==> src/rxmon_cfg.svh <==
// Register indices, field positions and timing counts of the receive monitor
`ifndef RXMON_CFG_SVH
`define RXMON_CFG_SVH

`define RXM_IDX_CTRL       6'h10
`define RXM_IDX_INFO       6'h16
`define RXM_IDX_BPV        6'h20
`define RXM_IDX_EXZ        6'h22
`define RXM_IDX_FE         6'h24
`define RXM_IDX_PAR        6'h26
`define RXM_IDX_CPAR       6'h28
`define RXM_IDX_FEBE       6'h2A

`define RXM_CTRL_E3        0
`define RXM_CTRL_CVSEL     1
`define RXM_CTRL_FCLO      2
`define RXM_CTRL_FCHI      3
`define RXM_CTRL_ECC       4
`define RXM_CTRL_AUTO      5
`define RXM_CTRL_MANUAL    6
`define RXM_CTRL_RESET     8'h20

`define RXM_INFO_SEVERE_FRAMING_EVENT      5
`define RXM_INFO_SN        8
`define RXM_INFO_APPID     9
`define RXM_INFO_SIGNAL_LOSS_CLEARED      10
`define RXM_INFO_FRAME_LOSS_CLEARED      11
`define RXM_INFO_ALARM_SIGNAL_CLEARED      12
`define RXM_INFO_REMOTE_ALARM_CLEARED      13

`define RXM_EXZ_T3         3'h3
`define RXM_EXZ_E3         3'h4
`define RXM_LOS_BITS       8'hC0
`define RXM_SEF_F_WIN      16
`define RXM_SEF_F_ERRS     5'h03
`define RXM_SEF_FAS_RUN    3'h4
`define RXM_APPID_FRAMES   10'h3FF
`define RXM_APPID_ONES     11'h3FC
`define RXM_SECOND_NS      1000000000
`define RXM_CLK_NS         5
`define RXM_SECOND_CYCLES  (`RXM_SECOND_NS / `RXM_CLK_NS)

`endif

==> src/rxmon_pkg.sv <==
// Types shared by the receive monitor files
package rxmon_pkg;

  typedef logic [15:0] count_t;

  typedef enum logic [1:0] {
    FC_LOF,
    FC_FRAME_ALL,
    FC_FRAME_F,
    FC_FRAME_M
  } frame_sel_e;

endpackage : rxmon_pkg

==> src/err_counter.sv <==
// Saturating error accumulator with a host-visible snapshot
`timescale 1ns/1ps
module err_counter #(
  parameter int W = 16
) (
  input  wire logic         clock_i,
  input  wire logic         nrst_i,
  input  wire logic         inc_i,
  input  wire logic         update_i,
  output logic     [W-1:0]  count_o
);

  logic [W-1:0] acc_q;
  logic [W-1:0] acc_inc;
  wire          acc_full = &acc_q;

  assign acc_inc = acc_full ? acc_q : acc_q + {{(W-1){1'b0}}, 1'b1};

  always_ff @(posedge clock_i or negedge nrst_i) begin
    if (!nrst_i) begin
      acc_q   <= '0;
      count_o <= '0;
    end else if (update_i) begin
      count_o <= acc_q;
      acc_q   <= {{(W-1){1'b0}}, inc_i};
    end else if (inc_i) begin
      acc_q   <= acc_inc;
    end
  end
endmodule : err_counter

==> src/rx_status_monitor.sv <==
// Receive status flags, alarm-clear events and performance counters
`timescale 1ns/1ps
`include "rxmon_cfg.svh"
module rx_status_monitor #(
  parameter int SECOND_CYCLES = `RXM_SECOND_CYCLES
) (
  input  wire logic                   clock_i,
  input  wire logic                   nrst_i,
  input  wire logic [7:0]             avs_address_i,
  input  wire logic                   avs_read_i,
  input  wire logic                   avs_write_i,
  input  wire logic [31:0]            avs_writedata_i,
  input  wire logic [3:0]             avs_byteenable_i,
  output logic      [31:0]            avs_readdata_o,
  output logic                        avs_waitrequest_o,
  input  wire logic                   rx_bit_valid_i,
  input  wire logic                   rx_pos_i,
  input  wire logic                   rx_neg_i,
  input  wire logic                   rx_zsub_i,
  input  wire logic                   fbit_valid_i,
  input  wire logic                   fbit_err_i,
  input  wire logic                   mbit_valid_i,
  input  wire logic                   mbit_err_i,
  input  wire logic                   fas_word_end_i,
  input  wire logic                   lof_i,
  input  wire logic                   ais_i,
  input  wire logic                   rai_i,
  input  wire logic                   sn_valid_i,
  input  wire logic                   sn_bit_i,
  input  wire logic                   cbit1_valid_i,
  input  wire logic                   cbit1_i,
  input  wire logic                   par_err_i,
  input  wire logic                   cpar_err_i,
  input  wire logic                   febe_i,
  input  wire logic                   counter_update_pin_i
);
  import rxmon_pkg::*;

  // Control register and mode decode
  logic [7:0]  ctrl_q;
  logic        manual_pulse_q;
  wire         e3_mode   = ctrl_q[`RXM_CTRL_E3];
  wire         cv_sel    = ctrl_q[`RXM_CTRL_CVSEL];
  wire         ecc       = ctrl_q[`RXM_CTRL_ECC];
  wire         auto_upd  = ctrl_q[`RXM_CTRL_AUTO];
  frame_sel_e  frame_sel;
  assign frame_sel = frame_sel_e'({ctrl_q[`RXM_CTRL_FCHI], ctrl_q[`RXM_CTRL_FCLO]});

  // Bus handshake: one wait cycle, then the answer
  logic [5:0]  idx;
  logic        req;
  logic        accept;
  assign idx    = avs_address_i[7:2];
  assign req    = avs_read_i | avs_write_i;
  assign accept = req & ~avs_waitrequest_o;

  // Counter update pin synchroniser and edge detect
  logic pin_s1_q;
  logic pin_s2_q;
  logic pin_s3_q;
  wire  pin_rise = pin_s2_q & ~pin_s3_q;

  // One-second tick
  logic [31:0] sec_cnt_q;
  wire         sec_tick = (sec_cnt_q == 32'(SECOND_CYCLES - 1));
  wire         cnt_update = auto_upd ? sec_tick : (manual_pulse_q | pin_rise);

  // Bipolar and code violations
  wire  mark = rx_bit_valid_i & (rx_pos_i | rx_neg_i);
  logic last_pol_q;
  logic have_mark_q;
  logic bpv_pol_q;
  logic have_bpv_q;
  wire  bpv = mark & have_mark_q & (rx_pos_i == last_pol_q) & ~rx_zsub_i;
  wire  cv  = bpv & have_bpv_q & (rx_pos_i == bpv_pol_q);
  wire  bpv_ev = (e3_mode & cv_sel) ? cv : bpv;

  // Excess zeros: a run counts once, when it reaches the threshold
  logic [2:0] zrun_q;
  wire  [2:0] exz_thr = e3_mode ? `RXM_EXZ_E3 : `RXM_EXZ_T3;
  wire        zero_bit = rx_bit_valid_i & ~(rx_pos_i | rx_neg_i);
  wire  [2:0] zrun_inc = (zrun_q == 3'h7) ? zrun_q : zrun_q + 3'h1;
  wire        exz_ev = zero_bit & (zrun_inc == exz_thr) & (zrun_q != exz_thr);

  // Loss of signal
  logic       los_q;
  logic [7:0] zcnt_q;
  logic       win_act_q;
  logic [7:0] win_cnt_q;
  wire        los_enter = ~los_q & zero_bit & (zcnt_q == `RXM_LOS_BITS - 8'h01);
  wire        los_exit  = los_q & win_act_q & rx_bit_valid_i & ~exz_ev
                          & (win_cnt_q == `RXM_LOS_BITS - 8'h01);

  // Severe framing detection
  logic [15:0] fwin_q;
  logic [4:0]  ferr_old;
  logic [4:0]  ferr_new;
  logic [2:0]  fas_run_q;
  logic        fas_acc_q;
  wire  [15:0] fwin_d = {fwin_q[14:0], fbit_err_i};
  wire         fas_word_err = fas_acc_q | (fbit_valid_i & fbit_err_i);
  wire         fas_word_bad = e3_mode & fas_word_end_i & fas_word_err;
  wire  [2:0]  fas_run_inc = (fas_run_q == `RXM_SEF_FAS_RUN) ? fas_run_q : fas_run_q + 3'h1;

  function automatic logic [4:0] popcount16(input logic [15:0] v);
    logic [4:0] n;
    n = 5'h00;
    for (int i = 0; i < `RXM_SEF_F_WIN; i++) begin
      n = n + {4'h0, v[i]};
    end
    return n;
  endfunction : popcount16

  assign ferr_old = popcount16(fwin_q);
  assign ferr_new = popcount16(fwin_d);
  wire sef_t3 = ~e3_mode & fbit_valid_i & (ferr_new >= `RXM_SEF_F_ERRS)
                & (ferr_old < `RXM_SEF_F_ERRS);
  wire sef_e3 = fas_word_bad & (fas_run_q == `RXM_SEF_FAS_RUN - 3'h1);

  // Alarm edges
  logic lof_d_q;
  logic ais_d_q;
  logic rai_d_q;
  wire  lof_rise = lof_i & ~lof_d_q;
  wire  lof_fall = ~lof_i & lof_d_q;
  wire  ais_fall = ~ais_i & ais_d_q;
  wire  rai_fall = ~rai_i & rai_d_q;

  // Frame error counter source
  wire  frm_ok = ecc | ~lof_i;
  wire  f_err  = fbit_valid_i & fbit_err_i;
  wire  m_err  = ~e3_mode & mbit_valid_i & mbit_err_i;
  logic fe_ev;
  always_comb begin
    case (frame_sel)
      FC_LOF:       fe_ev = lof_rise;
      FC_FRAME_ALL: fe_ev = frm_ok & (f_err | m_err);
      FC_FRAME_F:   fe_ev = frm_ok & (e3_mode ? (fas_word_end_i & fas_word_err) : f_err);
      FC_FRAME_M:   fe_ev = frm_ok & m_err;
      default:      fe_ev = 1'b0;
    endcase
  end

  // Application ID and national bit
  logic [9:0]  aid_frames_q;
  logic [10:0] aid_ones_q;
  logic        app_id_q;
  logic        national_bit_q;
  wire  [10:0] aid_ones_d = aid_ones_q + {10'h000, cbit1_i};
  wire         aid_block_end = cbit1_valid_i & (aid_frames_q == `RXM_APPID_FRAMES);

  // Latched event flags: severe framing, LOS, LOF, AIS, RAI exits
  logic [4:0] flags_q;
  logic [4:0] flag_set;
  logic [4:0] flag_clr;
  logic [31:0] rd_mux;
  logic [15:0] info_word;
  assign flag_set = {rai_fall, ais_fall, lof_fall, los_exit, sef_t3 | sef_e3};
  assign flag_clr = (accept & avs_read_i & (idx == `RXM_IDX_INFO)) ?
                    {avs_readdata_o[`RXM_INFO_REMOTE_ALARM_CLEARED], avs_readdata_o[`RXM_INFO_ALARM_SIGNAL_CLEARED],
                     avs_readdata_o[`RXM_INFO_FRAME_LOSS_CLEARED], avs_readdata_o[`RXM_INFO_SIGNAL_LOSS_CLEARED],
                     avs_readdata_o[`RXM_INFO_SEVERE_FRAMING_EVENT]} : 5'h00;
  // Status bits drive no interrupt; the block has no interrupt output

  always_comb begin
    info_word = 16'h0000;
    info_word[`RXM_INFO_SEVERE_FRAMING_EVENT]  = flags_q[0];
    info_word[`RXM_INFO_SN]    = national_bit_q;
    info_word[`RXM_INFO_APPID] = app_id_q;
    info_word[`RXM_INFO_SIGNAL_LOSS_CLEARED]  = flags_q[1];
    info_word[`RXM_INFO_FRAME_LOSS_CLEARED]  = flags_q[2];
    info_word[`RXM_INFO_ALARM_SIGNAL_CLEARED]  = flags_q[3];
    info_word[`RXM_INFO_REMOTE_ALARM_CLEARED]  = flags_q[4];
  end

  // Performance counters
  count_t cnt_bpv;
  count_t cnt_exz;
  count_t cnt_fe;
  count_t cnt_par;
  count_t cnt_cpar;
  count_t cnt_febe;

  err_counter #(.W(16)) u_bpv  (.clock_i(clock_i), .nrst_i(nrst_i), .inc_i(bpv_ev),
                                .update_i(cnt_update), .count_o(cnt_bpv));
  err_counter #(.W(16)) u_exz  (.clock_i(clock_i), .nrst_i(nrst_i), .inc_i(exz_ev),
                                .update_i(cnt_update), .count_o(cnt_exz));
  err_counter #(.W(16)) u_fe   (.clock_i(clock_i), .nrst_i(nrst_i), .inc_i(fe_ev),
                                .update_i(cnt_update), .count_o(cnt_fe));
  err_counter #(.W(16)) u_par  (.clock_i(clock_i), .nrst_i(nrst_i), .inc_i(par_err_i & frm_ok),
                                .update_i(cnt_update), .count_o(cnt_par));
  err_counter #(.W(16)) u_cpar (.clock_i(clock_i), .nrst_i(nrst_i), .inc_i(cpar_err_i & frm_ok),
                                .update_i(cnt_update), .count_o(cnt_cpar));
  err_counter #(.W(16)) u_febe (.clock_i(clock_i), .nrst_i(nrst_i), .inc_i(febe_i & frm_ok),
                                .update_i(cnt_update), .count_o(cnt_febe));

  // Read data selection; unmapped indices read zero
  always_comb begin
    if (idx == `RXM_IDX_CTRL) begin
      rd_mux = {24'h000000, ctrl_q & ~(8'h01 << `RXM_CTRL_MANUAL)};
    end else if (idx == `RXM_IDX_INFO) begin
      rd_mux = {16'h0000, info_word};
    end else if (idx == `RXM_IDX_BPV) begin
      rd_mux = {16'h0000, cnt_bpv};
    end else if (idx == `RXM_IDX_EXZ) begin
      rd_mux = {16'h0000, cnt_exz};
    end else if (idx == `RXM_IDX_FE) begin
      rd_mux = {16'h0000, cnt_fe};
    end else if (idx == `RXM_IDX_PAR) begin
      rd_mux = {16'h0000, cnt_par};
    end else if (idx == `RXM_IDX_CPAR) begin
      rd_mux = {16'h0000, cnt_cpar};
    end else if (idx == `RXM_IDX_FEBE) begin
      rd_mux = {16'h0000, cnt_febe};
    end else begin
      rd_mux = 32'h00000000;
    end
  end

  wire ctrl_wr = accept & avs_write_i & (idx == `RXM_IDX_CTRL) & avs_byteenable_i[0];

  always_ff @(posedge clock_i or negedge nrst_i) begin
    if (!nrst_i) begin
      avs_waitrequest_o <= 1'b1;
      avs_readdata_o    <= 32'h00000000;
      ctrl_q            <= `RXM_CTRL_RESET;
      manual_pulse_q    <= 1'b0;
    end else begin
      avs_waitrequest_o <= ~(req & avs_waitrequest_o);
      if (req & avs_waitrequest_o) begin
        avs_readdata_o <= avs_read_i ? rd_mux : 32'h00000000;
      end
      manual_pulse_q <= ctrl_wr & avs_writedata_i[`RXM_CTRL_MANUAL];
      if (ctrl_wr) begin
        ctrl_q <= avs_writedata_i[7:0] & ~(8'h01 << `RXM_CTRL_MANUAL);
      end
    end
  end

  always_ff @(posedge clock_i or negedge nrst_i) begin
    if (!nrst_i) begin
      pin_s1_q  <= 1'b0;
      pin_s2_q  <= 1'b0;
      pin_s3_q  <= 1'b0;
      sec_cnt_q <= 32'h00000000;
      flags_q   <= 5'h00;
      lof_d_q   <= 1'b0;
      ais_d_q   <= 1'b0;
      rai_d_q   <= 1'b0;
    end else begin
      pin_s1_q  <= counter_update_pin_i;
      pin_s2_q  <= pin_s1_q;
      pin_s3_q  <= pin_s2_q;
      sec_cnt_q <= sec_tick ? 32'h00000000 : sec_cnt_q + 32'h00000001;
      flags_q   <= flag_set | (flags_q & ~flag_clr);
      lof_d_q   <= lof_i;
      ais_d_q   <= ais_i;
      rai_d_q   <= rai_i;
    end
  end

  always_ff @(posedge clock_i or negedge nrst_i) begin
    if (!nrst_i) begin
      last_pol_q  <= 1'b0;
      have_mark_q <= 1'b0;
      bpv_pol_q   <= 1'b0;
      have_bpv_q  <= 1'b0;
      zrun_q      <= 3'h0;
    end else if (rx_bit_valid_i) begin
      if (mark) begin
        last_pol_q  <= rx_pos_i;
        have_mark_q <= 1'b1;
        zrun_q      <= 3'h0;
      end else begin
        zrun_q      <= zrun_inc;
      end
      if (bpv) begin
        bpv_pol_q  <= rx_pos_i;
        have_bpv_q <= 1'b1;
      end
    end
  end

  always_ff @(posedge clock_i or negedge nrst_i) begin
    if (!nrst_i) begin
      los_q     <= 1'b0;
      zcnt_q    <= 8'h00;
      win_act_q <= 1'b0;
      win_cnt_q <= 8'h00;
    end else if (rx_bit_valid_i) begin
      zcnt_q <= mark ? 8'h00 : ((zcnt_q == `RXM_LOS_BITS) ? zcnt_q : zcnt_q + 8'h01);
      if (los_enter) begin
        los_q     <= 1'b1;
        win_act_q <= 1'b0;
      end else if (los_exit) begin
        los_q     <= 1'b0;
        win_act_q <= 1'b0;
      end else if (los_q & win_act_q & exz_ev) begin
        win_act_q <= 1'b0;
      end else if (los_q & win_act_q) begin
        win_cnt_q <= win_cnt_q + 8'h01;
      end else if (los_q & mark) begin
        win_act_q <= 1'b1;
        win_cnt_q <= 8'h01;
      end
    end
  end

  always_ff @(posedge clock_i or negedge nrst_i) begin
    if (!nrst_i) begin
      fwin_q    <= 16'h0000;
      fas_run_q <= 3'h0;
      fas_acc_q <= 1'b0;
    end else begin
      if (fbit_valid_i & ~e3_mode) begin
        fwin_q <= fwin_d;
      end
      if (e3_mode & fas_word_end_i) begin
        fas_run_q <= fas_word_err ? fas_run_inc : 3'h0;
        fas_acc_q <= 1'b0;
      end else if (fbit_valid_i & fbit_err_i) begin
        fas_acc_q <= 1'b1;
      end
    end
  end

  always_ff @(posedge clock_i or negedge nrst_i) begin
    if (!nrst_i) begin
      aid_frames_q   <= 10'h000;
      aid_ones_q     <= 11'h000;
      app_id_q       <= 1'b0;
      national_bit_q <= 1'b0;
    end else begin
      if (sn_valid_i) begin
        national_bit_q <= sn_bit_i;
      end
      if (aid_block_end) begin
        app_id_q     <= (aid_ones_d >= `RXM_APPID_ONES);
        aid_frames_q <= 10'h000;
        aid_ones_q   <= 11'h000;
      end else if (cbit1_valid_i) begin
        aid_frames_q <= aid_frames_q + 10'h001;
        aid_ones_q   <= aid_ones_d;
      end
    end
  end
endmodule : rx_status_monitor

==> config.mk <==
export PLATFORM = sky130hd
export DESIGN_NAME = rx_status_monitor
export DESIGN_NICKNAME = d
export VERILOG_FILES = /design/src/rxmon_pkg.sv /design/src/err_counter.sv /design/src/rx_status_monitor.sv
export VERILOG_INCLUDE_DIRS = /design/src
export SDC_FILE = /design/constraint.sdc
export NUM_CORES = 1
export LEC_CHECK = 0
export BUFFER_PORTS_ARGS = -buffer_cell sky130_fd_sc_hd__buf_2
export CAP_MARGIN = 20
export CORE_ASPECT_RATIO = 2
export CORE_MARGIN = 2
export CORE_UTILIZATION = 50
export CTS_CLUSTER_SIZE = 16
export DETAILED_ROUTE_END_ITERATION = 16
export MAX_ROUTING_LAYER = met4
export PLACE_DENSITY = 0.73
export SLEW_MARGIN = 10
export SYNTH_ARGS = -nofsm -noshare
export SYNTH_HDL_FRONTEND = slang
export SYNTH_SLANG_ARGS = --single-unit
==> constraint.sdc <==
create_clock -name clock_i -period 4.5 [get_ports clock_i]
set_input_delay 0.225 -clock clock_i [delete_from_list [all_inputs] [get_ports clock_i]]
set_output_delay 0.225 -clock clock_i [all_outputs]
set_load 0.05 [all_outputs]
# Word-level counts from Yosys, hierarchy flattened
# Cells that the tools add are included.
# totals
output_inout_bits	33
word_cells	277
inputBits	68
register_bits	344
# op_classes
n_eq_ne	32
bitwise_logic	73
reduce_logical	31
add_sub_neg	43
mux	55
n_lt_le_gt_ge	3
# op_table
cell	count
16-bit 2-to-1 mux	26
5-bit by 1-bit adder with 5-bit output	22
16-bit by 1-bit adder with 16-bit output, second input constant	6
16-bit AND reduction	6
32-bit 2-to-1 mux	2
1-bit bitwise AND	48
6-bit equality test, second input constant	6
32-bit by 1-bit adder with 32-bit output, second input constant	1
32-bit by 28-bit equality test with 1-bit output, second input constant	1
8-bit 2-to-1 mux	4
8-bit equality test, second input constant	3
11-bit 2-to-1 mux	2
2-bit AND reduction	11
10-bit 2-to-1 mux	2
2-bit nonzero test	10
8-bit by 1-bit adder with 8-bit output, second input constant	2
2-bit inequality test, second input constant	8
3-bit 2-to-1 mux	5
1-bit NOT	15
6-bit by 5-bit equality test with 1-bit output, second input constant	2
1-bit 2-to-1 mux	12
11-bit by 1-bit adder with 11-bit output	1
11-bit by 10-bit >= comparator with 1-bit output, second input constant	1
10-bit by 1-bit adder with 10-bit output, second input constant	1
other kinds (26)	40

# Logic depth before layout (Yosys ltp)
# Gate-level depths: netlist of run 1.
# depth
ltp_word	20
ltp_mapped	17

# Hierarchy
# A second synthesis of run 1 with hierarchy kept.
# unflattened
cells_unflattened	1637
hier_area_um2	16882.4
# by_module_without_submodules
mod	instances	seq_area_each_um2	cells_each	area_per_inst_um2
err_counter	6	800.8	138	1514.0
rx_status_monitor	1	3405.8	809	7798.7

# Worst setup path before layout of run 1
# OpenSTA, ideal clock, no wires.
# synth_timing
path_type	flip-flop to flip-flop
startpoint	reg fwin_q[0]
endpoint	reg flags_q[0]
required_ns	4.374
arrival_ns	3.538
setup_ns	0.126
slack_ns	0.836
path_stages_with_launch	12
n_path_buf	0
period_less_slack_ns	3.664
path_cell_list	dfrtp_1 > inv_1 > fa_1 > fa_1 > fa_1 > fa_1 > inv_1 > ha_1 > fa_1 > a211oi_1 > a21oi_1 > a221o_1
# synth_via
elab_chain_len	20
# synth_lines
item	line	text
start, declared	rx_status_monitor.sv:95	logic [15:0] fwin_q;
start signal, assigned	rx_status_monitor.sv:316	fwin_q <= fwin_d;
1-bit by 1-bit adder with 2-bit output	rx_status_monitor.sv:109	n = n + {4'h0, v[i]};
2-bit by 1-bit adder with 3-bit output	rx_status_monitor.sv:109	
3-bit by 1-bit adder with 4-bit output	rx_status_monitor.sv:109	
4-bit by 1-bit adder with 5-bit output	rx_status_monitor.sv:109	
5-bit by 1-bit adder with 5-bit output (11 in series)	rx_status_monitor.sv:109	
5-bit by 2-bit >= comparator with 1-bit output (no line)	n/a	
1-bit bitwise AND	rx_status_monitor.sv:116	wire sef_t3 = ~e3_mode & fbit_valid_i & (ferr_new >= `RXM_SEF_F_ERRS)
1-bit bitwise AND (*)	rx_status_monitor.sv:116	
1-bit OR (*)	rx_status_monitor.sv:158	assign flag_set = {rai_fall, ais_fall, lof_fall, los_exit, sef_t3 | sef_e3};
5-bit OR (*)	rx_status_monitor.sv:255	flags_q <= flag_set | (flags_q & ~flag_clr);
end signal, assigned	rx_status_monitor.sv:255	
end, declared	rx_status_monitor.sv:153	logic [4:0] flags_q;
# Every way passes the cells marked *; elsewhere a longest branch is shown, timed or not.
# A chain may end at the register's enable or synchronous reset.

# Worst setup path after layout of run 1
# layout_timing
startpoint	reg fwin_q[11]
endpoint	reg flags_q[0]
# layout_via
elab_chain_len	9
# layout_lines
item	line
5-bit by 1-bit adder with 5-bit output (4 in series)	rx_status_monitor.sv:109
5-bit by 1-bit adder with 5-bit output / 5-bit by 2-bit >= comparator with 1-bit output (equally long branches)	n/a
5-bit by 2-bit less-than comparator with 1-bit output (no line) / 1-bit bitwise AND (equally long branches)	n/a
1-bit bitwise AND (*)	rx_status_monitor.sv:116
1-bit OR (*)	rx_status_monitor.sv:158
5-bit OR (*)	rx_status_monitor.sv:255
# Marks and branches as above.

==> flow_metrics.env, run 1 <==
export IMPL_grt_busiest_layer="met2"
export IMPL_syn2layout_area_growth_pct=11.5
export IMPL_grt_util_met3=0.0250
export IMPL_syn_inst=1710
export IMPL_gr_usage_met1=0.266
export IMPL_p_per_area_nw_per_um2=389
export IMPL_clock_skew_final_ps=29.9
export IMPL_yosysSeqAreaShare=0.506
export IMPL_cts_setup_buffers=0
export IMPL_routed_wl_um=38500
export IMPL_die_area_sq_um=34000
export IMPL_grt_pass1_wl_um=63500
export IMPL_grtUsageMet2=0.426
export IMPL_wl_per_cell_um=17.3
export IMPL_finalHoldViolCount=0
export IMPL_cts_num_sinks=328
export IMPL_yosysWarningCount=0
export IMPL_fin_crit_ps=3990
export IMPL_p_leak_nw=8.39
export IMPL_cts_root_buf="clkbuf_16"
export IMPL_ctsHoldBuffers=19
export IMPL_required_ps=5010
export IMPL_total_power_mw=7.04
export IMPL_synthDistinctLibCells=79
export IMPL_end_kind="register"
export IMPL_grt_overflow_total=0
export IMPL_hp_class="input pin to register"
export IMPL_die_w_um=131
export IMPL_vias_per_cell=5.62
export IMPL_cts_resized=0
export IMPL_ios=101
export IMPL_critPathKind="register to register"
export IMPL_tns_ps=0
export IMPL_num_vias=12500
export IMPL_ir_worst_vdd_mv=0.288
export IMPL_drv_slew=0
export IMPL_clk_pin_slew_ps=70
export IMPL_clock_path_buffers=3
export IMPL_track_usage=0.235
export IMPL_final_antenna_net_count=0
export IMPL_grt_pass1_vias=12400
export IMPL_drt_iter0_markers=733
export IMPL_ys_flop_type="dfrtp_1"
export IMPL_clk_latency_ps=590
export IMPL_first_pass_iters=7
export IMPL_ys_async_sr_fraction=1.00
export IMPL_rsz0062_at_grt="false"
export IMPL_fmaxAchievable_mhz=251
export IMPL_syn_area_per_cell_sq_um=9.49
export IMPL_worst_path_max_fanout=3
export IMPL_fillers=2792
export IMPL_drcViolationCount=0
export IMPL_ys_ff_latch=328
export IMPL_final_instance_count_excl_fill=2222
export IMPL_start_kind="register"
export IMPL_finalCritPeriodShare=0.886
export IMPL_place_congestion=0.917
export IMPL_maxCapViolCount=0
export IMPL_dp_cells=2140
export IMPL_cts_tree="built"
export IMPL_mappedNetlistArea_sq_um=16200
export IMPL_antenna_found_initial=4
export IMPL_synth_edf_count=0
export IMPL_grt_start_max_net_pins=117
export IMPL_critical_path_arrival_ps=4500
export IMPL_setup_viol=0
export IMPL_die_h_um=259
export IMPL_drive_gt1_frac=0.0966
export IMPL_htree_levels=1
export IMPL_dp_hpwl_um=27500
export IMPL_fin_nets=1882
export IMPL_port_buffers=55
export IMPL_status="completed"
export IMPL_cts_made_buffers=30
export IMPL_initial_core_util=0.505
export IMPL_slew_headroom=0.360
export IMPL_worstMarginPinSlew_ps=960
export IMPL_fin_util=0.563
export IMPL_core_area_sq_um=32100
export IMPL_row_count=93
export IMPL_final_area_sq_um=18100
export IMPL_dpl_instance_area_sq_um=16800
[registers in the layout, summed over array words and instances, names as in the netlist, 7 cells and up]
signal / flops
u_cpar.count_o: 16
zcnt_q: 8
u_fe.acc_q: 16
u_cpar.acc_q: 16
sec_cnt_q: 32
ctrl_q: 7
u_febe.count_o: 16
aid_ones_q: 11
u_bpv.count_o: 16
avs_readdata_o: 16
aid_frames_q: 10
u_par.acc_q: 16
u_fe.count_o: 16
u_par.count_o: 16
u_febe.acc_q: 16
u_bpv.acc_q: 16
win_cnt_q: 8
fwin_q: 16
u_exz.count_o: 16
u_exz.acc_q: 16
[cells by family after synthesis]
kind of cell | synth area share
AOI/OAI and AO/OA | 0.106
xor gates and xnor gates | 0.0545
adders and majority gates | 0.0455
buffers and inverters | 0.0427
DFF | 0.506
muxes | 0.0113
other | 0.000231
and+or+nand+nor | 0.234
[per-stage QoR]
step / hold slack, ps / worst slack [ps]
floorplan: -70.6 / 836
global placement: 338 / 618
detailed placement: 334 / 548
CTS: 9.33 / 527
global route: 27.6 / 316
finish: 12.1 / 511
[path summary, 6_finish.rpt]
kind	end	slack [ps]	cells after the start	startpoint
worst max-delay path	flags_q[0]	510	17	fwin_q[11]
worst min-delay path	u_par.acc_q[0]	10	3	par_err_i
worst max register to register	flags_q[0]	510	17	fwin_q[11]
worst min register to register	pin_s2_q	360	0	pin_s1_q
max in group asynchronous	aid_frames_q[5]	3050	3	nrst_i
min in group asynchronous	avs_readdata_o[15]	260	2	nrst_i
[worst max-delay path, stage by stage, from the launching register on]
cell,delay (ps)
dfrtp_1,340
inv_1,90
fa_1,550
inv_1,50
fa_1,490
inv_1,50
fa_1,510
fa_1,410
inv_1,80
ha_1,170
inv_1,60
fa_1,370
nor2_1,100
nand2_1,50
a21oi_1,130
o221ai_1,160
a21oi_1,180
a221o_1,140
[cell usage in the layout (no fill, tap or decap), types with 10 or more instances in the layout]
| cell type | instances |
|---|---|
| a21oi_1 | 40 |
| a22oi_1 | 35 |
| dlygate4sd3_1 | 19 |
| clkbuf_16 | 30 |
| nand3_1 | 70 |
| fa_1 | 20 |
| nand2_1 | 405 |
| and2_1 | 10 |
| mux2_2 | 10 |
| xor2_1 | 48 |
| or4_1 | 10 |
| and3_1 | 26 |
| buf_4 | 10 |
| o21ai_0 | 76 |
| inv_1 | 69 |
| nand2b_1 | 12 |
| a31oi_1 | 11 |
| nor3_1 | 27 |
| dfrtp_1 | 326 |
| nand4_1 | 38 |
| xnor2_1 | 53 |
| o31ai_1 | 10 |
| or3_1 | 22 |
| buf_2 | 54 |
| conb_1 | 16 |
| ha_1 | 27 |
| nor2_1 | 131 |
[where the power goes]
group	leakage (nW)	internal [mW]	switching, mW
clock network	0.489	1.47	1.17
logic	3.46	0.459	0.689
registers	4.44	3.10	0.155
total	8.39	5.02	2.01
[layout make-up]
type | count | area [sq um] | share of cell area
Antenna cell | 4 | 10.0 | 0.000553
Clock buffer | 35 | 810 | 0.0448
Clock inverter | 21 | 213 | 0.0118
Inverter | 69 | 259 | 0.0143
Multi-Input combinational cell | 1249 | 7410 | 0.410
Sequential cell | 328 | 8210 | 0.454
Tap cell | 427 | 534 | 0.0295
Timing Repair Buffer | 89 | 642 | 0.0355
[cell usage after synthesis (all sizes together), types with 11 or more instances]
cell,count,area [sq um]
nand3,71,368
nor2,131,492
nand2,405,1520
a21oi,45,240
clkbuf,28,105
or3,22,138
ha,27,338
fa,20,400
xnor2,53,464
nor4,11,105
o31ai,11,87.6
buf,51,328
and3,26,163
nand4,39,250
inv,69,259
nor3,31,170
a31oi,11,68.8
o21ai,81,405
nand2b,12,75.1
dfrtp,326,8160
xor2,48,420
a22oi,35,263
[layer usage]
metal,vias up,wire length (um)
li1,5946,-
met1,6186,14900
met2,273,20600
met3,75,1420
met4,0,1550
met5,-,0
Note: power is estimated with default switching activity, not from simulation.
==> run 2: changes to the inputs <==
--- a/config.mk
+++ b/config.mk
@@ -10,11 +10,11 @@
 export CAP_MARGIN = 20
 export CORE_ASPECT_RATIO = 2
 export CORE_MARGIN = 2
-export CORE_UTILIZATION = 50
+export CORE_UTILIZATION = 61
 export CTS_CLUSTER_SIZE = 16
 export DETAILED_ROUTE_END_ITERATION = 16
 export MAX_ROUTING_LAYER = met4
-export PLACE_DENSITY = 0.73
+export PLACE_DENSITY = 0.85
 export SLEW_MARGIN = 10
 export SYNTH_ARGS = -nofsm -noshare
 export SYNTH_HDL_FRONTEND = slang
==> flow_metrics.env, run 2 (synthesized netlist as in run 1, its figures left out) <==
export IMPL_status="completed"
export IMPL_largest_reg_flops=32
export IMPL_crit_chain="inv_1 -> fa_1 -> inv_1 -> fa_1 -> inv_1 -> fa_1 -> fa_1 -> inv_1 -> ha_1 -> inv_1 -> fa_1 -> nor2b_1 -> o221ai_1 -> a21oi_1 -> a221o_1"
export IMPL_r2r_slack_ps=490
export IMPL_hp_start="cbit1_i"
export IMPL_antenna_found_initial=2
export IMPL_cp_slowest_cell="fa_1"
export IMPL_multi_input_area_sq_um=7400
export IMPL_slew_headroom=0.318
export IMPL_cp_depth=15
export IMPL_fillers=1918
export IMPL_critPathKind="register to register"
export IMPL_row_count=84
export IMPL_critical_path_max_stage_delay_ps=550
export IMPL_drive_gt1_frac=0.0933
export IMPL_die_w_um=119
export IMPL_cts_made_buffers=30
export IMPL_r2r_start="fwin_q[11]"
export IMPL_ios=101
export IMPL_end_kind="register"
export IMPL_grt_overflow_total=0
export IMPL_critical_path_arrival_ps=4460
export IMPL_clock_skew_final_ps=19.7
export IMPL_top_layer_used="met4"
export IMPL_setup_viol=0
export IMPL_hp_class="input pin to register"
export IMPL_cpLargestDelayFamily="adder cells"
export IMPL_startpoint="fwin_q[11]"
export IMPL_initial_core_util=0.617
export IMPL_htree_levels=1
export IMPL_place_congestion=0.924
export IMPL_crit_end="flags_q[0]"
export IMPL_setup_ws_ps=494
export IMPL_dpl_instance_area_sq_um=16700
export IMPL_rsz0062_at_grt="false"
export IMPL_fmaxAchievable_mhz=250
export IMPL_cts_setup_buffers=0
export IMPL_dr_wl_met3_um=1950
export IMPL_dp_hpwl_um=26700
export IMPL_fin_nets=1883
export IMPL_tns_ps=0
export IMPL_layout_commonest_cell="nand2_1"
export IMPL_wl_per_cell_um=18.3
export IMPL_maxCapViolCount=0
export IMPL_drcViolationCount=0
export IMPL_p_leak_nw=8.41
export IMPL_ff2ff_path_depth=15
export IMPL_largest_register="sec_cnt_q"
export IMPL_fin_crit_ps=4010
export IMPL_seqCellArea_sq_um=8210
export IMPL_vias_per_cell=6.02
export IMPL_reg2reg_to="flags_q[0]"
export IMPL_core_area_sq_um=26300
export IMPL_die_area_sq_um=28000
export IMPL_pre_cts_slack_ps=562
export IMPL_cts_tree="built"
export IMPL_final_area_sq_um=18000
export IMPL_ir_worst_vdd_mv=0.313
export IMPL_num_vias=12900
export IMPL_drt_iter0_markers=1234
export IMPL_mostFrequentLayoutCells="405 x nand2_1, 326 x dfrtp_1, 131 x nor2_1"
export IMPL_first_pass_iters=6
export IMPL_wl_met2_um=20500
export IMPL_clk_latency_ps=580
export IMPL_crit_buf_inv=5
export IMPL_p_per_area_nw_per_um2=398
export IMPL_cts_root_buf="clkbuf_16"
export IMPL_cts_num_sinks=328
export IMPL_worstMarginPinSlew_ps=1020
export IMPL_start_kind="register"
export IMPL_syn2layout_area_growth_pct=10.9
export IMPL_grt_pass1_vias=13000
export IMPL_worst_path_max_fanout=3
export IMPL_die_h_um=235
export IMPL_track_usage=0.292
export IMPL_required_ps=4960
export IMPL_grt_start_max_net_pins=117
export IMPL_clock_path_buffers=3
export IMPL_final_instance_count_excl_fill=2136
export IMPL_finalCritPeriodShare=0.890
export IMPL_fin_util=0.684
export IMPL_finalHoldViolCount=0
export IMPL_met1_length_um=14300
export IMPL_final_antenna_net_count=0
export IMPL_port_buffers=55
export IMPL_grt_pass1_wl_um=64700
export IMPL_whs_ps=33.4
export IMPL_routed_wl_um=39000
export IMPL_dp_cells=2058
export IMPL_clk_pin_slew_ps=70
export IMPL_drv_slew=0
export IMPL_total_power_mw=7.15
run 2: cell count changes in the layout (fill, tap and decap cells not counted), sizes merged:
cell / change
clkinvlp: -6
clkbuf: +3
clkinv: -2
diode: -2
inv: +2
bufinv: +1
dlygate4sd3: +1
run 2: area by class of cell:
cell class / instances / share of cell area
Antenna cell: 2 / 0.000278
Clock buffer: 38 / 0.0462
Clock inverter: 16 / 0.0113
Inverter: 69 / 0.0144
Multi-Input combinational cell: 1249 / 0.411
Sequential cell: 328 / 0.457
Tap cell: 344 / 0.0239
Timing Repair Buffer: 90 / 0.0360
run 2: worst reg2reg max path, stage by stage (launching register included):
cell and delay (ps):
dfrtp_1 360, inv_1 90, fa_1 550, inv_1 50, fa_1 480, inv_1 50, fa_1 500, fa_1 410
inv_1 80, ha_1 170, inv_1 80, fa_1 410, nor2b_1 160, o221ai_1 180, a21oi_1 80, a221o_1 270
run 2: how the worst min path moves through the flow:
stage / to / slack, ps / depth (start not counted)
2_1_floorplan: aid_frames_q[0] / -70 / 0
3_3_place_gp: pin_s1_q / 340 / 1
3_5_place_dp: pin_s1_q / 340 / 1
4_1_cts: zrun_q[1] / 10 / 2
5_1_grt: zrun_q[1] / 40 / 2
6_report: aid_ones_q[0] / 30 / 4
run 2: what timing repair did:
item | 4_1_cts | 5_1_grt
hold endpoints to repair | 134 | 0
hold buffers | 20 | 0
setup endpoints to repair | 0 | 0
gates resized for setup | 0 | 0
run 2: report_power, final:
part           total [mW]  switching (mW)  internal [mW]
combinational        1.22           0.735          0.481
clock                2.69            1.15           1.54
sequential           3.25           0.152           3.10
run 2: layer usage:
| layer | vias up | GRT usage |
|---|---|---|
| met5 | - | - |
| met4 | 0 | 0.163 |
| met3 | 121 | 0.0345 |
| met2 | 463 | 0.497 |
| met1 | 6339 | 0.333 |
| li1 | 5946 | - |
==> run 3: changes to the inputs <==
--- a/config.mk
+++ b/config.mk
@@ -18,4 +18,5 @@
 export SLEW_MARGIN = 10
 export SYNTH_ARGS = -nofsm -noshare
 export SYNTH_HDL_FRONTEND = slang
+export SYNTH_HIERARCHICAL = 1
 export SYNTH_SLANG_ARGS = --single-unit
==> flow_metrics.env, run 3 <==
export IMPL_synth_edf_count=0
export IMPL_hp_class="input pin to register"
export IMPL_wl_per_cell_um=21.0
export IMPL_grt_start_max_net_pins=122
export IMPL_routed_wl_um=43500
export IMPL_antennaDiodeCount=0
export IMPL_grt_pass1_vias=13900
export IMPL_start_kind="register"
export IMPL_rsz0062_at_grt="false"
export IMPL_fmaxAchievable_mhz=250
export IMPL_vias_per_cell=6.64
export IMPL_fin_crit_ps=4000
export IMPL_synth_top_area_cell="dfrtp_1"
export IMPL_row_count=86
export IMPL_drt_iter0_markers=1416
export IMPL_ios=101
export IMPL_grt_overflow_total=0
export IMPL_setup_viol=0
export IMPL_track_usage=0.311
export IMPL_status="completed"
export IMPL_mostFrequentLayoutCells="326 x dfrtp_1, 149 x nand2_1, 107 x mux2_2"
export IMPL_ys_async_sr_fraction=1.00
export IMPL_num_vias=13800
export IMPL_p_leak_nw=8.17
export IMPL_place_congestion=0.939
export IMPL_drcViolationCount=0
export IMPL_cts_resized=0
export IMPL_pre_cts_slack_ps=536
export IMPL_synth_top_area_share=0.483
export IMPL_dp_hpwl_um=30100
export IMPL_tns_ps=0
export IMPL_final_area_sq_um=18600
export IMPL_antenna_found_initial=0
export IMPL_maxCapViolCount=0
export IMPL_core_area_sq_um=27400
export IMPL_syn_area_per_cell_sq_um=10.3
export IMPL_syn2layout_area_growth_pct=10.4
export IMPL_largest_register="sec_cnt_q"
export IMPL_setup_ws_ps=497
export IMPL_p_per_area_nw_per_um2=376
export IMPL_muxShareOfSynthArea=0.0726
export IMPL_clk_latency_ps=590
export IMPL_synth_top_family_by_area="simple AND/OR/NAND/NOR gates"
export IMPL_htree_levels=1
export IMPL_synthTopCellsByCount="326 x dfrtp_1, 149 x nand2_1, 107 x mux2_2"
export IMPL_synthDistinctLibCells=79
export IMPL_finalHoldViolCount=0
export IMPL_critPathKind="register to register"
export IMPL_whs_ps=38.2
export IMPL_drv_slew=0
export IMPL_final_antenna_net_count=0
export IMPL_yosysSeqAreaShare=0.486
export IMPL_end_kind="register"
export IMPL_ir_worst_vdd_mv=0.340
export IMPL_cts_root_buf="clkbuf_16"
export IMPL_initial_core_util=0.615
export IMPL_synthSimpleGateAreaFrac=0.193
export IMPL_critical_path_arrival_ps=4520
export IMPL_port_buffers=55
export IMPL_slew_headroom=0.308
export IMPL_synth_most_common_cell="dfrtp_1"
export IMPL_syn_inst=1637
export IMPL_drive_gt1_frac=0.162
export IMPL_ys_ff_latch=328
export IMPL_die_area_sq_um=29100
export IMPL_synth_compound_area_frac=0.144
export IMPL_worstMarginPinSlew_ps=1030
export IMPL_yosysWarningCount=6
export IMPL_die_h_um=239
export IMPL_clock_skew_final_ps=22.1
export IMPL_dpl_instance_area_sq_um=17500
export IMPL_first_pass_iters=7
export IMPL_clock_path_buffers=3
export IMPL_finalCritPeriodShare=0.889
export IMPL_ys_flop_type="dfrtp_1"
export IMPL_fin_nets=1816
export IMPL_cts_setup_buffers=0
export IMPL_synth_xor_area_share=0.0202
export IMPL_grt_pass1_wl_um=70200
export IMPL_cts_made_buffers=29
export IMPL_worst_path_max_fanout=3
export IMPL_synthAdderAreaFrac=0.0437
export IMPL_mappedNetlistArea_sq_um=16900
export IMPL_clk_pin_slew_ps=70
export IMPL_layout_commonest_cell="dfrtp_1"
export IMPL_total_power_mw=7.01
export IMPL_ys_top_cells_by_area="dfrtp_1 48%, mux2_2 7.1%, nand2_1 3.3%"
export IMPL_cts_tree="built"
export IMPL_die_w_um=122
export IMPL_largest_reg_flops=32
export IMPL_required_ps=5020
export IMPL_cts_num_sinks=328
==> run 3: changes by cell type after synthesis, moves of 21 or more <==
cell,delta
nand2_1,-256
mux2_2,+97
a21oi_1,+44
nor2_1,-38
xnor2_1,-32
xor2_1,-30
o31ai_1,+28
a22oi_1,-24
nand4_1,+21
==> run 3: cells by family after synthesis <==
kind of cell / count (synthesis)
adder cells (fa/ha/maj): 47
AO/OA/AOI/OAI: 358
multiplexers: 109
buffers and inverters: 154
flip-flops: 328
AND/OR/NAND/NOR: 601
XOR/XNOR: 39
other: 1
==> run 3: metal layers <==
metal / share of wire / global-route usage
met1: 0.35 / 0.337
met2: 0.52 / 0.536
met3: 0.050 / 0.0355
met4: 0.076 / 0.202
met5: 0 / -
==> run 3: critical path, cell delays in order, from the launching register on <==
cell and delay, ps:
dfrtp_1 350, inv_1 90, fa_1 560, inv_1 60, fa_1 480, inv_1 50, fa_1 500, fa_1 420
inv_1 70, ha_1 190, inv_1 70, fa_1 380, nor2_1 110, nand2_1 60, a21oi_1 120, o221ai_1 150
a21oi_1 140, a221o_1 120
==> run 3: final timing paths <==
check,slack [ps],from,cells after the start,to
min in group asynchronous,330,nrst_i,2,u_cpar/acc_q[10]
worst max register to register,500,fwin_q[11],17,flags_q[0]
worst max-delay path,500,fwin_q[11],17,flags_q[0]
worst min register to register,350,pin_s1_q,0,pin_s2_q
worst min-delay path,40,cbit1_i,4,aid_ones_q[0]
max in group asynchronous,2890,nrst_i,3,sec_cnt_q[30]
==> run 3: what timing repair did <==
item | CTS | global route
endpoints found under the setup margin | 0 | 0
endpoints found under the hold margin | 140 | 0
hold buffers | 21 | 0
==> run 3: layout make-up <==
type                    instances  area, sq um
fillers                      1997         8810
multi-input cells            1170         8060
repair buffers                 97          691
flip-flops and latches        328         8210
well taps                     352          440
clock buffers                  36          782
clock inverters                17          170
inverters                      75          282
==> run 3: report_power, final <==
group | switching (mW) | leakage [nW] | total [mW] | internal [mW]
Sequential | 0.178 | 4.44 | 3.28 | 3.11
Combinational | 0.700 | 3.28 | 1.20 | 0.498
Clock | 1.16 | 0.458 | 2.53 | 1.36
==> run 3: metrics by stage <==
step	cells	utilization
detailed placement	2000	0.636
floorplan	1652	-
finish	2075	0.679
CTS	2074	0.679
global route	2075	0.679
global placement	2000	0.636
